===== config.mk =====
export PLATFORM = sky130hd
export DESIGN_NAME = fwi_top
export DESIGN_NICKNAME = d
export VERILOG_FILES = /design/src/fwi_pkg.sv /design/src/fwi_tick_if.sv /design/src/fwi_top.sv /design/src/fwi_sync.sv /design/src/fwi_blink.sv
export SDC_FILE = /design/constraint.sdc
export NUM_CORES = 1
export LEC_CHECK = 0
export ABC_CLOCK_PERIOD_IN_PS = 8400
export BUFFER_PORTS_ARGS = -buffer_cell sky130_fd_sc_hd__buf_2
export CORE_MARGIN = 8
export CORE_UTILIZATION = 35
export CTS_BUF_LIST = sky130_fd_sc_hd__clkbuf_8
export DETAILED_ROUTE_END_ITERATION = 6
export SYNTH_ARGS = -nofsm -noshare
export SYNTH_HDL_FRONTEND = slang
export SYNTH_SLANG_ARGS = --single-unit

===== constraint.sdc =====
create_clock -name clock -period 8.4 [get_ports clock]
set_input_delay 1.68 -clock clock [delete_from_list [all_inputs] [get_ports clock]]
set_output_delay 1.68 -clock clock [all_outputs]
set_load 0.005 [all_outputs]

===== src/fwi_pkg.sv =====
// Shared constants, register map and display helpers for the fault indicator
package fwi_pkg;

  // Clock rate and chosen flash / alternation times
  localparam int unsigned CLK_MHZ = 200;
  localparam int unsigned FLASH_MS = 250;
  localparam int unsigned ALT_MS = 500;
  localparam int unsigned FLASH_CYCLES = FLASH_MS * CLK_MHZ * 1000;
  localparam int unsigned ALT_CYCLES = ALT_MS * CLK_MHZ * 1000;

  // Register indices; byte address is four times the index
  localparam logic [7:0] IDX_WARN = 8'h8f;
  localparam logic [7:0] IDX_CTRL = 8'h90;
  localparam logic [7:0] IDX_IRQ_STAT = 8'h91;
  localparam logic [7:0] IDX_IRQ_MASK = 8'h92;
  localparam logic [7:0] IDX_FAULT = 8'h93;

  // Reset values
  localparam logic CTRL_RESET = 1'b0;
  localparam logic [2:0] IRQ_MASK_RESET = 3'h0;

  // Interrupt status bit positions
  localparam int IRQ_FAULT_SET = 0;
  localparam int IRQ_WARN_SET = 1;
  localparam int IRQ_FAULT_CLR = 2;

  // Fault cause positions that need gating
  localparam int FAULT_SAFETY = 2;
  localparam int FAULT_BALLAST = 15;

  // Warning word: causes occupy bits 16..31, unused bits never set
  localparam int WARN_BASE = 16;
  localparam logic [15:0] WARN_USED = 16'h93e7;

  // Seven-segment bit positions
  localparam int SEG_A = 0;
  localparam int SEG_C = 2;
  localparam int SEG_D = 3;
  localparam int SEG_E = 4;
  localparam int SEG_G = 6;
  localparam logic [6:0] SEG_START = 7'h3f;

  // Cycles after reset release before the synchronised pins are valid
  localparam logic [1:0] BOOT_CYCLES = 2'h2;

  // Hex digit to segments a..g, active high
  function automatic logic [6:0] fwi_hex7(input logic [3:0] d);
    case (d)
      4'h0: fwi_hex7 = 7'h3f;
      4'h1: fwi_hex7 = 7'h06;
      4'h2: fwi_hex7 = 7'h5b;
      4'h3: fwi_hex7 = 7'h4f;
      4'h4: fwi_hex7 = 7'h66;
      4'h5: fwi_hex7 = 7'h6d;
      4'h6: fwi_hex7 = 7'h7d;
      4'h7: fwi_hex7 = 7'h07;
      4'h8: fwi_hex7 = 7'h7f;
      4'h9: fwi_hex7 = 7'h6f;
      4'ha: fwi_hex7 = 7'h77;
      4'hb: fwi_hex7 = 7'h7c;
      4'hc: fwi_hex7 = 7'h39;
      4'hd: fwi_hex7 = 7'h5e;
      4'he: fwi_hex7 = 7'h79;
      default: fwi_hex7 = 7'h71;
    endcase
  endfunction

  // Index of the lowest set bit
  function automatic logic [3:0] fwi_first(input logic [15:0] v);
    fwi_first = 4'h0;
    for (int i = 15; i >= 0; i--) begin
      if (v[i]) begin
        fwi_first = 4'(i);
      end
    end
  endfunction

endpackage


===== src/fwi_tick_if.sv =====
// Flash and alternation phases shared between the timer and the display logic
`timescale 1ns/1ps
interface fwi_tick_if;
  logic flash;
  logic alt;
  modport gen (output flash, output alt);
  modport use_side (input flash, input alt);
endinterface


===== src/fwi_top.sv =====
// Fault latch, warning word and front-panel indication with Avalon-MM registers
//
// What this block does
// - Fault codes 0..5: parameter, output stage, safety (only when enabled), bus, encoder, supply.
// - Fault codes 6..9: motor temp, device temp, overvoltage, over-current.
// - Fault codes A..F: runaway, user, bleeder, firmware mismatch, current sense, ballast.
// - Latched fault lights red indicator and shows its code.
// - Fault opens ready relay, drops ready message and ready flag.
// - Removing enable alone never clears a latched fault.
// - Cancel request via input or CAN while enabled clears the fault once no fault cause is present.
// - Supply up with enable active: red indicator, no code shown.
// - Warning bits 16, 17, 18: identity, run signal, field enable.
// - Warning bits 21..25: supply, temperatures, overvoltage, over-current.
// - Warning bits 28 and 31; bits 19,20,26,27,29,30 stay zero.
// - Warning: red indicator toggles slowly, display alternates number and state.
// - Normal state: green display and point show operating state.
// - Point flashes while processor runs; dark without supply or on hardware fault.
// - After power-up a flashing start pattern shows until first drive enable.
// - Enable segment lit while drive okay and enabled.
// - Standstill segment when speed zero, else direction segment.
// - Current segment flashes at continuous limit, lit at max, else dark.
`timescale 1ns/1ps
module fwi_top #(
  parameter int unsigned FLASH_CYCLES = fwi_pkg::FLASH_CYCLES,
  parameter int unsigned ALT_CYCLES = fwi_pkg::ALT_CYCLES
) (
  // Clock and reset
  input wire logic clock,
  input wire logic rst,
  // Avalon-MM slave, byte addressed
  input wire logic [9:0] address,
  input wire logic read,
  input wire logic write,
  input wire logic [3:0] byteenable,
  input wire logic [31:0] writedata,
  output logic [31:0] readdata,
  output logic waitrequest,
  // Fault and warning causes (pins)
  input wire logic [15:0] fault_cause,
  input wire logic [15:0] warn_cause,
  // Drive condition pins
  input wire logic hardware_enable_input,
  input wire logic aux_supply_ok,
  input wire logic hw_internal_fault,
  input wire logic processor_run,
  input wire logic drive_ok,
  input wire logic drive_enable,
  input wire logic speed_zero,
  input wire logic turn_cw,
  input wire logic cont_current_limit,
  input wire logic max_current_limit,
  input wire logic cancel_din,
  // Cancel request from the CAN logic, same clock
  input wire logic cancel_can,
  // Indication
  output logic fault_led,
  output logic ready_relay,
  output logic ready_flag,
  output logic [6:0] seg,
  output logic seg_dp,
  output logic seg_green,
  // Interrupt
  output logic irq
);

  ////////////////////////////////////////////////////////////////////////////
  // Pin synchronisation
  logic [15:0] fault_s;
  logic [15:0] warn_s;
  logic hw_en_s;
  logic aux_s;
  logic hwfail_s;
  logic run_s;
  logic ok_s;
  logic ena_s;
  logic zero_s;
  logic cw_s;
  logic cont_s;
  logic max_s;
  logic cancel_s;

  fwi_sync #(.W(43)) u_sync (
    .clock(clock),
    .rst(rst),
    .pin({fault_cause, warn_cause, hardware_enable_input, aux_supply_ok,
          hw_internal_fault, processor_run, drive_ok, drive_enable, speed_zero,
          turn_cw, cont_current_limit, max_current_limit, cancel_din}),
    .level({fault_s, warn_s, hw_en_s, aux_s, hwfail_s, run_s, ok_s, ena_s,
            zero_s, cw_s, cont_s, max_s, cancel_s})
  );

  fwi_tick_if tick ();

  fwi_blink #(.FLASH_CYCLES(FLASH_CYCLES), .ALT_CYCLES(ALT_CYCLES)) u_blink (
    .clock(clock),
    .rst(rst),
    .tick(tick)
  );

  ////////////////////////////////////////////////////////////////////////////
  // State
  logic ballast_fitted;
  logic fault_latched;
  logic [3:0] code;
  logic [31:0] warn_word;
  logic start_err;
  logic startup_flash;
  logic [1:0] boot_cnt;
  logic [2:0] irq_stat;
  logic [2:0] irq_mask;
  logic rd_ack;
  logic warn_any_q;

  logic [15:0] fault_hit;
  logic cancel_req;
  logic fault_clear;
  logic fault_set;
  logic warn_any;
  logic [6:0] state_seg;
  logic [6:0] next_seg;
  logic next_led;
  logic next_green;
  logic next_dp;
  logic [2:0] irq_event;
  logic [7:0] idx;
  logic wr_stat;

  // Safety fault only counts while run enable is active; ballast only when fitted
  always_comb begin
    fault_hit = fault_s;
    fault_hit[fwi_pkg::FAULT_SAFETY] = fault_s[fwi_pkg::FAULT_SAFETY] & hw_en_s;
    fault_hit[fwi_pkg::FAULT_BALLAST] = fault_s[fwi_pkg::FAULT_BALLAST] & ballast_fitted;
  end

  // Clear needs enable; a cause still present keeps the fault (set wins)
  assign cancel_req = cancel_s | cancel_can;
  assign fault_clear = fault_latched & cancel_req & hw_en_s & ~(|fault_hit);
  assign fault_set = ~fault_latched & (|fault_hit);

  ////////////////////////////////////////////////////////////////////////////
  // Fault latch; only a cancel clears it, never loss of enable
  always_ff @(posedge clock or posedge rst) begin
    if (rst) begin
      fault_latched <= 1'b0;
      code <= 4'h0;
    end else if (fault_set) begin
      fault_latched <= 1'b1;
      code <= fwi_pkg::fwi_first(fault_hit);
    end else if (fault_clear) begin
      fault_latched <= 1'b0;
    end
  end

  // Warning word, unused positions forced to zero
  always_ff @(posedge clock or posedge rst) begin
    if (rst) begin
      warn_word <= 32'h0;
    end else begin
      warn_word <= {warn_s & fwi_pkg::WARN_USED, 16'h0};
    end
  end

  assign warn_any = |warn_word;

  // Power-up capture of enable once the pin chain has settled
  always_ff @(posedge clock or posedge rst) begin
    if (rst) begin
      boot_cnt <= 2'h0;
      start_err <= 1'b0;
    end else if (boot_cnt != fwi_pkg::BOOT_CYCLES + 2'h1) begin
      boot_cnt <= boot_cnt + 2'h1;
      // Synced level is only valid once the chain has been filled
      if (boot_cnt == fwi_pkg::BOOT_CYCLES) begin
        start_err <= hw_en_s;
      end
    end else if (!hw_en_s) begin
      start_err <= 1'b0;
    end
  end

  // Start pattern until the first drive enable
  always_ff @(posedge clock or posedge rst) begin
    if (rst) begin
      startup_flash <= 1'b1;
    end else if (ok_s && ena_s) begin
      startup_flash <= 1'b0;
    end
  end

  ////////////////////////////////////////////////////////////////////////////
  // Operating state pattern
  always_comb begin
    state_seg = 7'h0;
    if (startup_flash) begin
      state_seg = tick.flash ? fwi_pkg::SEG_START : 7'h0;
    end else begin
      state_seg[fwi_pkg::SEG_D] = ok_s & ena_s;
      state_seg[fwi_pkg::SEG_G] = zero_s;
      state_seg[fwi_pkg::SEG_C] = ~zero_s & cw_s;
      state_seg[fwi_pkg::SEG_E] = ~zero_s & ~cw_s;
      state_seg[fwi_pkg::SEG_A] = cont_s ? tick.flash : max_s;
    end
  end

  // Priority: fault, then start error, then warning, then normal
  always_comb begin
    next_seg = state_seg;
    next_led = 1'b0;
    next_green = 1'b0;
    if (fault_latched) begin
      next_seg = fwi_pkg::fwi_hex7(code);
      next_led = 1'b1;
    end else if (start_err) begin
      next_seg = 7'h0;
      next_led = 1'b1;
    end else if (warn_any) begin
      next_led = tick.alt;
      if (tick.alt) begin
        next_seg = fwi_pkg::fwi_hex7(fwi_pkg::fwi_first(warn_word[31:16]));
      end
    end else begin
      next_green = 1'b1;
    end
  end

  // Point dark without supply or on internal failure
  assign next_dp = aux_s & ~hwfail_s & run_s & tick.flash;

  // Display and ready outputs from flops
  always_ff @(posedge clock or posedge rst) begin
    if (rst) begin
      seg <= 7'h0;
      seg_dp <= 1'b0;
      seg_green <= 1'b0;
      fault_led <= 1'b0;
      ready_relay <= 1'b0;
      ready_flag <= 1'b0;
    end else begin
      seg <= next_seg;
      seg_dp <= next_dp;
      seg_green <= next_green;
      fault_led <= next_led;
      ready_relay <= ~fault_latched & ok_s;
      ready_flag <= ~fault_latched & ok_s;
    end
  end

  ////////////////////////////////////////////////////////////////////////////
  // Interrupt events, sticky status, set beats clear
  always_ff @(posedge clock or posedge rst) begin
    if (rst) begin
      warn_any_q <= 1'b0;
    end else begin
      warn_any_q <= warn_any;
    end
  end

  always_comb begin
    irq_event = 3'h0;
    irq_event[fwi_pkg::IRQ_FAULT_SET] = fault_set;
    irq_event[fwi_pkg::IRQ_WARN_SET] = warn_any & ~warn_any_q;
    irq_event[fwi_pkg::IRQ_FAULT_CLR] = fault_clear;
  end

  assign idx = address[9:2];
  assign wr_stat = write & byteenable[0] & (idx == fwi_pkg::IDX_IRQ_STAT);

  always_ff @(posedge clock or posedge rst) begin
    if (rst) begin
      irq_stat <= 3'h0;
    end else if (wr_stat) begin
      irq_stat <= (irq_stat & ~writedata[2:0]) | irq_event;
    end else begin
      irq_stat <= irq_stat | irq_event;
    end
  end

  assign irq = |(irq_stat & irq_mask);

  ////////////////////////////////////////////////////////////////////////////
  // Register writes, low byte only; unmapped writes dropped
  always_ff @(posedge clock or posedge rst) begin
    if (rst) begin
      ballast_fitted <= fwi_pkg::CTRL_RESET;
      irq_mask <= fwi_pkg::IRQ_MASK_RESET;
    end else if (write && byteenable[0]) begin
      if (idx == fwi_pkg::IDX_CTRL) begin
        ballast_fitted <= writedata[0];
      end
      if (idx == fwi_pkg::IDX_IRQ_MASK) begin
        irq_mask <= writedata[2:0];
      end
    end
  end

  // Reads take one wait cycle; unmapped reads return zero
  assign waitrequest = read & ~rd_ack;

  always_ff @(posedge clock or posedge rst) begin
    if (rst) begin
      rd_ack <= 1'b0;
      readdata <= 32'h0;
    end else begin
      rd_ack <= read & ~rd_ack;
      if (read && !rd_ack) begin
        case (idx)
          fwi_pkg::IDX_WARN: readdata <= warn_word;
          fwi_pkg::IDX_CTRL: readdata <= {31'h0, ballast_fitted};
          fwi_pkg::IDX_IRQ_STAT: readdata <= {29'h0, irq_stat};
          fwi_pkg::IDX_IRQ_MASK: readdata <= {29'h0, irq_mask};
          fwi_pkg::IDX_FAULT: readdata <= {24'h0, startup_flash, start_err,
                                           ~fault_latched & ok_s, fault_latched, code};
          default: readdata <= 32'h0;
        endcase
      end
    end
  end
endmodule // fwi_top


===== src/fwi_sync.sv =====
// Two-stage synchroniser, one chain per pin bit
`timescale 1ns/1ps
module fwi_sync #(
  parameter int W = 1
) (
  // Clock and reset
  input wire logic clock,
  input wire logic rst,
  // Pins in, synchronised levels out
  input wire logic [W-1:0] pin,
  output logic [W-1:0] level
);

  logic [W-1:0] stage1;

  ////////////////////////////////////////////////////////////////////////////
  // First stage feeds only the second
  for (genvar i = 0; i < W; i++) begin : g_bit
    always_ff @(posedge clock or posedge rst) begin
      if (rst) begin
        stage1[i] <= 1'b0;
        level[i] <= 1'b0;
      end else begin
        stage1[i] <= pin[i];
        level[i] <= stage1[i];
      end
    end
  end

endmodule // fwi_sync


===== src/fwi_blink.sv =====
// Flash and warning-alternation phase generator
`timescale 1ns/1ps
module fwi_blink #(
  parameter int unsigned FLASH_CYCLES = fwi_pkg::FLASH_CYCLES,
  parameter int unsigned ALT_CYCLES = fwi_pkg::ALT_CYCLES
) (
  // Clock and reset
  input wire logic clock,
  input wire logic rst,
  // Phases out
  fwi_tick_if.gen tick
);

  logic [31:0] flash_cnt;
  logic [31:0] alt_cnt;

  ////////////////////////////////////////////////////////////////////////////
  // Fast flash phase, half period each
  always_ff @(posedge clock or posedge rst) begin
    if (rst) begin
      flash_cnt <= 32'h0;
      tick.flash <= 1'b0;
    end else if (flash_cnt >= 32'(FLASH_CYCLES - 1)) begin
      flash_cnt <= 32'h0;
      tick.flash <= ~tick.flash;
    end else begin
      flash_cnt <= flash_cnt + 32'h1;
    end
  end

  // Slow alternation phase; starts on the warning number side
  always_ff @(posedge clock or posedge rst) begin
    if (rst) begin
      alt_cnt <= 32'h0;
      tick.alt <= 1'b1;
    end else if (alt_cnt >= 32'(ALT_CYCLES - 1)) begin
      alt_cnt <= 32'h0;
      tick.alt <= ~tick.alt;
    end else begin
      alt_cnt <= alt_cnt + 32'h1;
    end
  end

endmodule // fwi_blink


==> results of run 1 <==
==> per-stage QoR <==
stage / utilization [%] / worst slack, ns / std cells / area (um2)
6_report: 40.62 / 4.157 / 1064 / 9140
5_1_grt: 40.62 / 4.047 / 1064 / 9140
4_1_cts: 40.62 / 4.133 / 1064 / 9140
3_5_place_dp: 38.57 / 4.136 / 1032 / 8680
3_3_place_gp: 38.57 / 4.149 / 1032 / 8680
2_1_floorplan: - / 1.354 / 693 / 8071
==> routing by layer <==
metal | up-vias | global-route usage [%] | part of all wire [%]
met5 | - | 0 | 0
met4 | 0 | 3.799 | 1.4
met3 | 19 | 3.168 | 4.3
met2 | 108 | 17.78 | 47
met1 | 2432 | 14.45 | 47
li1 | 2494 | - | -
==> synth_stat cells, drive strengths merged (2+ instances only) <==
master	number
or4	4
mux4	2
a211oi	5
nand4	13
and2	2
nand3	28
or3	2
a21o	3
nand2b	2
nand2	37
a31oi	6
ha	17
nand4b	2
nor2b	10
a2111oi	3
o211ai	2
nor3b	5
xor2	34
o31ai	4
dfrtp	195
and3	9
dfstp	2
a22o	21
a221o	2
buf	21
a211o	2
nor2	87
inv	24
mux2	7
o21ai	14
clkbuf	11
nor4	10
o22ai	2
xnor2	16
nor3	9
and4	6
o221ai	3
a21oi	28
==> layout by cell type, fill, tap and decap left out, types with 6 or more instances in the layout <==
cell	count
inv_1	21
nand3_1	27
clkinv_8	6
nand2_1	37
a21oi_1	27
conb_1	25
nand4_1	12
a22o_1	21
clkbuf_8	17
xor2_1	34
and4_1	6
nor3_1	8
ha_1	17
nor2_1	87
and3_1	8
xnor2_1	16
o21ai_0	10
nor2b_1	9
dfrtp_1	195
nor4_1	6
buf_2	85
==> power by group <==
| part | switching [mW] | total (mW) | internal (mW) |
|---|---|---|---|
| clock | 0.397 | 0.664 | 0.267 |
| combinational | 0.0531 | 0.0875 | 0.0344 |
| sequential | 0.0274 | 1.01 | 0.983 |
==> cells by family (layout without fill, tap and decap cells) <==
group	after synthesis	in the layout	synth area share [%]
AOI/OAI and AO/OA	108	108	9.939
buffers and inverters	57	143	3.543
adders and majority gates	17	17	2.665
other	1	25	0.04698
DFF	197	197	61.80
muxes	10	10	1.724
xor gates and xnor gates	50	50	5.487
and+or+nand+nor	229	229	14.80
==> flip-flops by register name, indices dropped and copies added, names as in the netlist, 2 cells and up <==
register / flops
code: 4
u_sync.level: 37
boot_cnt: 2
warn_word: 10
irq_mask: 3
seg: 7
readdata: 18
u_blink.flash_cnt: 32
u_blink.alt_cnt: 32
u_sync.stage1: 37
irq_stat: 3
==> worst reg2reg max path: cells and delay by family (launching register included) <==
family	cells	cell delay [ns]
buffers and inverters	1	0.20
AND/OR/NAND/NOR	1	0.26
adder cells (fa/ha/maj)	1	0.36
flip-flops	1	0.46
AO/OA/AOI/OAI	5	1.55
==> area by class of cell <==
| class | count | area share, % |
|---|---|---|
| inverter | 25 | 1.109 |
| clock buffer | 17 | 2.560 |
| timing repair buffer | 86 | 4.736 |
| sequential | 197 | 53.96 |
| clock inverter | 15 | 2.478 |
| multi-input combinational | 439 | 31.25 |
| tap | 285 | 3.901 |
==> worst max path at each step <==
stage | startpoint | to
2_1_floorplan | rst | ballast_fitted
6_report | read | waitrequest
3_5_place_dp | read | waitrequest
3_3_place_gp | read | waitrequest
4_1_cts | read | waitrequest
5_1_grt | read | waitrequest
==> flow_summary.yaml, run 1 <==
outcome:
  status: "finished clean"
global_route:
  grt_max_degree: 127
  grt_pass1_wl_um: 25570
  track_usage_pct: 11.19
  antenna_found_initial: 0
  grt_pass1_vias: 5092
  grt_overflow: 0
synthesis:
  synth.distinct_cells: 76
  synth_top_area_cell: "dfrtp_1"
  yosysWarnings: 0
  synth_top_area_share_pct: 61.14
  synth_cells: 669
  ys_ff_latch: 197
  synth-seq-area-share_pct: 61.80
  synth_enable_flop_cells: 0
  synthesis.area_mm2: 0.007981
  async_flop_share_pct: 100.0
  synth-main-ff-cell: "dfrtp_1"
  synth_area_per_cell_um2: 11.93
  synthTopCellsByArea: "dfrtp_1, nor2_1, xor2_1"
clock_tree:
  cts_buffers: 17
  cts_setup_buffers: 0
  clock-sinks: 197
  path_clk_slew_ns: 0.10
  insertion_delay_ns: 0.47
  cts_resized: 0
  cts_root_buffer: "clkbuf_8"
  max-clock-path-buffers: 2
  cts_max_level: 4
  holdBufCountCts: 0
  cts_tree: "yes"
floorplanning:
  dieArea_mm2: 0.02789
  start_util_pct: 35.47
  ios: 140
  die_h_um: 167.0
  core_mm2: 0.02250
  die_w_um: 167.0
  rows: 55
timing:
  period_needed_ns: 4.243
  rsz0062_at_grt: "false"
  slew_headroom_pct: 27.03
  setup_violations: 0
  fin_crit_sh_pct: 50.52
  fmax_mhz: 235.7
  setup_tns_ns: 0
  hold_ws_ns: 0.3537
  hold_viol_final: 0
  tightest_slew_ns: 1.095
  skew_ns: 0.02173
  slew_violations: 0
placement:
  dp_hpwl_um: 10350
  gp_congestion: 0.8544
  port_buffers: 85
worst_setup_path:
  setup.worst_path.start_class: "primary input"
  crit_top_cell: "buf_2"
  crit_cells: 4
  crit_fanout: 20
  cp.arrival_ns: 2.56
  slowest_stage: "nand2b_1"
  crit_type: "in2out"
  slowest_delay_ns: 0.54
  reg2reg_to: "seg[3]"
  worstReg2RegStart: "warn_word[31]"
  cp.required_ns: 6.72
  crit_chain: "buf_2 > nand2b_1 > inv_2 > buf_2"
  reg2regPathDepth: 8
  crit_buf_inv: 3
  r2r_setup_slack_ns: 5.48
  path_delay_family: "simple AND/OR/NAND/NOR gates"
  cp-end-kind: "primary output"
layout:
  n_antenna_cell: 0
  seqCellArea_mm2: 0.004932
  nNetsFinal: 877
  n_fill_cell: 2110
  drive_gt1_share_pct: 18.49
  multi_input_area_mm2: 0.002856
  area_growth_pct: 14.52
drt:
  drtIter0Drc: 410
  finalWirelength_um: 14960
  viasPerCell: 4.749
  vias: 5053
  drt-pass1-iter-count: 7
  drcViolationCount: 0
  ant_nets: 0
  drt-wirelength-per-cell_um: 14.06
pwr:
  p_per_area_mw_per_mm2: 192.8
  power.leakage_nw: 4.075
  power_mw: 1.762
  ir_drop_uv: 116.9
min_path:
  hold_path_depth: 0
  holdCritPathClass: "reg2reg"
  holdPathEnd: "u_sync.level[10]"
  holdCritStartpoint: "u_sync.stage1[10]"
job:
  cap_violations: 0
Power figures use the tool's default switching activity.
==> inputs of run 2 (changes only) <==
--- a/config.mk
+++ b/config.mk
@@ -5,7 +5,7 @@
 export SDC_FILE = /design/constraint.sdc
 export NUM_CORES = 1
 export LEC_CHECK = 0
-export ABC_CLOCK_PERIOD_IN_PS = 8400
+export ABC_CLOCK_PERIOD_IN_PS = 4200
 export BUFFER_PORTS_ARGS = -buffer_cell sky130_fd_sc_hd__buf_2
 export CORE_MARGIN = 8
 export CORE_UTILIZATION = 35
==> constraint.sdc (replaced) <==
create_clock -name clock -period 4.2 [get_ports clock]
set_input_delay 0.84 -clock clock [delete_from_list [all_inputs] [get_ports clock]]
set_output_delay 0.84 -clock clock [all_outputs]
set_load 0.005 [all_outputs]
==> run 2 against run 1 <==
Compared with the run above: combinational power increased by 110%; routed wire length increased by 0.81%; largest cell class unchanged; critical endpoint is now seg[3]; cell count increased by 0.56%; utilization about the same; count of clock-buffer cells in the layout increased by 2; non-clock buffer count increased by 5; clock power increased by 82%; largest power group unchanged; register-to-register slack got worse by 4.2 ns.
==> flow_summary.yaml, run 2 (synthesis results as in run 1) <==
drt:
  drtIter0Drc: 327
  viasPerCell: 4.771
  drt-wirelength-per-cell_um: 14.10
  finalWirelength_um: 15080
  drcViolationCount: 0
  vias: 5105
  drt-pass1-iter-count: 5
  ant_nets: 0
clock_tree:
  cts_root_buffer: "clkbuf_8"
  holdBufCountCts: 0
  cts_resized: 0
  insertion_delay_ns: 0.47
  cts_setup_buffers: 0
  path_clk_slew_ns: 0.11
  cts_buffers: 17
  clock-sinks: 197
  cts_max_level: 4
  cts_tree: "yes"
  max-clock-path-buffers: 2
timing:
  tightest_slew_ns: 1.128
  setup_tns_ns: 0
  skew_ns: 0.01504
  slew_headroom_pct: 24.83
  fin_crit_sh_pct: 68.71
  fmax_mhz: 346.5
  setup_violations: 0
  hold_viol_final: 0
  rsz0062_at_grt: "false"
  period_needed_ns: 2.886
  slew_violations: 0
pwr:
  p_per_area_mw_per_mm2: 373.6
  power.leakage_nw: 4.083
  ir_drop_uv: 181.9
placement:
  dp_hpwl_um: 10830
  port_buffers: 85
  place_area_mm2: 0.008726
  gp_congestion: 0.8390
floorplanning:
  die_w_um: 167.0
  start_util_pct: 35.47
  die_h_um: 167.0
  core_mm2: 0.02250
  dieArea_mm2: 0.02789
  ios: 140
  rows: 55
layout:
  nNetsFinal: 882
  finalInstanceArea_mm2: 0.009143
  layout_common_cells: "dfrtp_1, nor2_1, buf_2"
  area_growth_pct: 14.55
  top_regs: "u_sync.level x37, u_sync.stage1 x37"
  final_common_cell: "dfrtp_1"
  drive_gt1_share_pct: 19.01
worst_setup_path:
  r2r_setup_slack_ns: 1.31
  cp.required_ns: 4.57
  cp-end-kind: "flip-flop"
  crit_fanout: 5
  cp.arrival_ns: 3.25
  reg2regPathDepth: 8
  setup.worst_path.start_class: "flip-flop"
  crit_type: "reg2reg"
job:
  cap_violations: 0
global_route:
  met2_usage_pct: 17.51
  grt_pass1_vias: 5204
  met3_usage_pct: 3.546
  track_usage_pct: 11.12
  grt_overflow: 0
  met1_usage_pct: 14.18
  busiest_layer: "met2"
  antenna_found_initial: 0
  grt_pass1_wl_um: 25460
  grt_max_degree: 47
min_path:
  holdCritPathClass: "reg2reg"
  hold_path_depth: 0
outcome:
  status: "finished clean"
==> run 2: cell types whose count changed in the layout (fill, tap and decap cells not counted), moves of 2 or more <==
cell      change
clkbuf_8      +2
inv_6         +4
inv_12        -3
buf_4         +4
clkinv_8      -2
==> run 2: worst max-delay path, stage by stage (launching register included) <==
cell and delay, ns:
dfrtp_1 0.49, nor2b_1 0.26, a2111oi_0 0.15, a2111oi_1 0.75, inv_1 0.20, ha_1 0.35
a211oi_1 0.20, a221oi_1 0.09, a221o_1 0.30
==> run 2: per-layer routing <==
layer / vias up / share of wire, %
met4: 0 / 1.4
met1: 2463 / 47
met3: 18 / 5.0
met2: 118 / 46
li1: 2506 / -
met5: - / 0
==> run 2: layout make-up <==
type,count,area (um2)
Tap cell,285,356.6
Multi-Input combinational cell,439,2856
Antenna cell,1,2.502
Inverter,25,97.59
Clock inverter,13,152.6
Sequential cell,197,4932
Timing Repair Buffer,91,483.0
Fill cell,2123,13360
Clock buffer,19,261.5
==> run 2: worst paths after layout <==
path / start / end
max: warn_word[31] / seg[3]
min: u_sync.stage1[29] / u_sync.level[29]
max reg2reg: warn_word[31] / seg[3]
min reg2reg: u_sync.stage1[29] / u_sync.level[29]
max in group asynchronous: rst / u_blink.alt_cnt[8]
min in group asynchronous: rst / u_blink.alt_cnt[21]
==> run 2: stage by stage <==
stage	utilization [%]	setup WS (ns)	hold WS (ns)	cells	total power, mW
after floorplan	-	0.8153	0.3312	693	2.163
after global placement	38.78	1.365	0.3327	1037	2.242
after detailed placement	38.78	1.347	0.3347	1037	2.245
after CTS	40.62	1.299	0.3501	1069	3.481
after global routing	40.62	1.053	0.3594	1069	3.587
final	40.63	1.314	0.3498	1070	3.416
==> run 2: where the power goes <==
group	internal [mW]	switching (mW)	total, mW
logic	0.0732	0.109	0.182
clock network	0.484	0.727	1.21
registers	1.97	0.0556	2.02
total	2.52	0.892	3.42
==> inputs of run 3 (changes only) <==
--- a/config.mk
+++ b/config.mk
@@ -5,7 +5,8 @@
 export SDC_FILE = /design/constraint.sdc
 export NUM_CORES = 1
 export LEC_CHECK = 0
-export ABC_CLOCK_PERIOD_IN_PS = 4200
+export ABC_AREA = 1
+export ABC_CLOCK_PERIOD_IN_PS = 2450
 export BUFFER_PORTS_ARGS = -buffer_cell sky130_fd_sc_hd__buf_2
 export CORE_MARGIN = 8
 export CORE_UTILIZATION = 35
==> constraint.sdc (replaced) <==
create_clock -name clock -period 2.45 [get_ports clock]
set_input_delay 0.49 -clock clock [delete_from_list [all_inputs] [get_ports clock]]
set_output_delay 0.49 -clock clock [all_outputs]
set_load 0.005 [all_outputs]
==> run 3 against run 2 <==
Compared with the run above: clock skew is 0.0031 ns lower; sequential share of layout area is 3.1 points lower; fmax is 36% higher; count of clock-buffer cells in the layout is 2 lower; combinational power is 77% higher.
==> flow_summary.yaml, run 3 <==
worst_setup_path:
  cp.arrival_ns: 2.45
  r2r_setup_slack_ns: 0.33
  cp.required_ns: 2.78
  worstReg2RegStart: "warn_word[28]"
  crit_fanout: 6
  critPathLaunch: "warn_word[28]"
  cp-end-kind: "flip-flop"
  crit_type: "reg2reg"
  setup.worst_path.start_class: "flip-flop"
pwr:
  p_per_area_mw_per_mm2: 615.0
  power_mw: 5.959
  power.leakage_nw: 4.435
  power.switching_mw: 1.526
  ir_drop_uv: 285.7
  p_comb_share_pct: 5.4
  p_clk_share_pct: 37.5
  seqPwrFrac_pct: 57.1
  internal-power_mw: 4.433
  p_sw_share_pct: 25.61
synthesis:
  synth-seq-area-share_pct: 58.69
  yosysMostFrequentCell: "dfrtp_1"
  synth_common_cells: "dfrtp_1, nand2_1, inv_1, nor2_1, o21ai_0"
  synthTopCellsByArea: "dfrtp_1, nand2_1, inv_1"
  synth_enable_flop_cells: 0
  synth-main-ff-cell: "dfrtp_1"
  synth_top_area_share_pct: 58.06
  async_flop_share_pct: 100.0
  synth_top_area_cell: "dfrtp_1"
  yosysWarnings: 0
  synthesis.area_mm2: 0.008404
  ys_ff_latch: 197
  synth_area_per_cell_um2: 9.464
  synth.distinct_cells: 49
  synth_cells: 888
placement:
  place_area_mm2: 0.009251
  dpl.cell_count: 1301
  port_buffers: 85
  gp_congestion: 0.8952
  dp_slack_ns: 0.2577
  dp_hpwl_um: 12790
layout:
  finalInstanceArea_mm2: 0.009691
  utilization_pct: 41.16
  n_antenna_cell: 0
  seqCellArea_mm2: 0.004932
  final_common_cell: "dfrtp_1"
  layout_common_cells: "dfrtp_1, nand2_1, inv_1"
  drive_gt1_share_pct: 16.27
  n_fill_cell: 2390
  nNetsFinal: 1112
  multi_input_area_mm2: 0.002932
  area_growth_pct: 15.30
  stdcell_count: 1333
  top_regs: "u_sync.level x37, u_sync.stage1 x37"
floorplanning:
  core_mm2: 0.02354
  rows: 56
  ios: 140
  start_util_pct: 35.70
  dieArea_mm2: 0.02923
  die_w_um: 171.0
  die_h_um: 171.0
global_route:
  grt_overflow: 0
  track_usage_pct: 12.29
  grt_max_degree: 83
  grt_pass1_wl_um: 28980
  grt_pass1_vias: 5985
  antenna_found_initial: 0
outcome:
  status: "finished clean"
timing:
  tightest_slew_ns: 0.6114
  fin_crit_sh_pct: 86.69
  rsz0062_at_grt: "false"
  setup_tns_ns: 0
  skew_ns: 0.01196
  fmax_mhz: 470.8
  slew_violations: 0
  setup_violations: 0
  slew_headroom_pct: 59.09
  period_needed_ns: 2.124
  fin_ws_ns: 0.3261
  hold_viol_final: 0
  hold_ws_ns: 0.1181
clock_tree:
  max-clock-path-buffers: 2
  path_clk_slew_ns: 0.11
  clock-sinks: 197
  cts_max_level: 4
  cts_root_buffer: "clkbuf_8"
  cts_setup_buffers: 0
  cts_buffers: 17
  insertion_delay_ns: 0.47
  cts_tree: "yes"
drt:
  ant_nets: 0
  viasPerCell: 4.514
  drt-wirelength-per-cell_um: 12.90
  finalWirelength_um: 17200
  drt-pass1-iter-count: 6
  vias: 6017
  drcViolationCount: 0
  drtIter0Drc: 345
job:
  cap_violations: 0
min_path:
  holdCritStartpoint: "fault_cause[8]"
  holdCritPathClass: "in2reg"
run 3: changes by cell type in the layout (fill, tap and decap cells not counted), sizes merged, moves of 9 or more:
cell,before,now
a22o,21,0
nand3,28,38
nor3,9,41
nor2b,10,0
o21ai,14,42
nor2,87,115
xnor2,16,2
xor2,34,14
and3,9,0
inv,31,129
nand2,37,168
run 3: what timing repair did:
| action | 4_1_cts | 5_1_grt |
|---|---|---|
| hold buffers | 0 | 0 |
| endpoints found under the setup margin | 0 | 1 |
| resized for setup | 0 | 1 |
run 3: cell type report:
| class | instances | area share (%) |
|---|---|---|
| flip-flops and latches | 197 | 50.90 |
| multi-input cells | 567 | 30.25 |
| repair buffers | 94 | 5.345 |
| inverters | 124 | 4.855 |
| well taps | 319 | 4.119 |
| clock buffers | 17 | 2.414 |
| clock inverters | 15 | 2.117 |
run 3: power groups by stage:
stage	combinational [mW]	clock (mW)	sequential (mW)
2_1_floorplan	0.219	0	3.45
3_3_place_gp	0.324	0	3.47
3_5_place_dp	0.327	0	3.47
4_1_cts	0.332	2.32	3.40
5_1_grt	0.376	2.45	3.42
6_report	0.323	2.23	3.40
run 3: cell families after synthesis:
group | synth area share, %
flip-flops | 58.69
AND/OR/NAND/NOR | 21.91
XOR/XNOR | 1.667
other | 0.04462
buffers and inverters | 7.503
adder cells (fa/ha/maj) | 2.531
AO/OA/AOI/OAI | 7.653
run 3: critical path, cell delays in order (launching register included):
cell	delay (ns)
dfrtp_1	0.39
inv_1	0.07
nand2_1	0.06
a21oi_1	0.12
o21ai_0	0.09
nand2_1	0.07
nand2_1	0.06
nand2_1	0.07
nand2_1	0.15
inv_1	0.12
ha_1	0.23
nor2_1	0.08
o311ai_0	0.33
o211ai_1	0.16
run 3: worst paths after layout:
check,to,cells after the start
setup / recovery,seg[0],13
hold / removal,u_sync.stage1[35],1
setup reg to reg,seg[0],13
hold reg to reg,u_sync.level[7],0
max in group asynchronous,startup_flash,3
min in group asynchronous,u_blink.alt_cnt[3],3
run 3: metal layers:
metal	vias to the layer above	GRT usage [%]	routed length, um	part of all wire, %
met3	15	3.088	910	5.3
met4	0	3.819	181	1.1
li1	3061	-	-	-
met1	2824	16.17	8051	47
met5	-	0	0	0
met2	117	19.64	8056	47
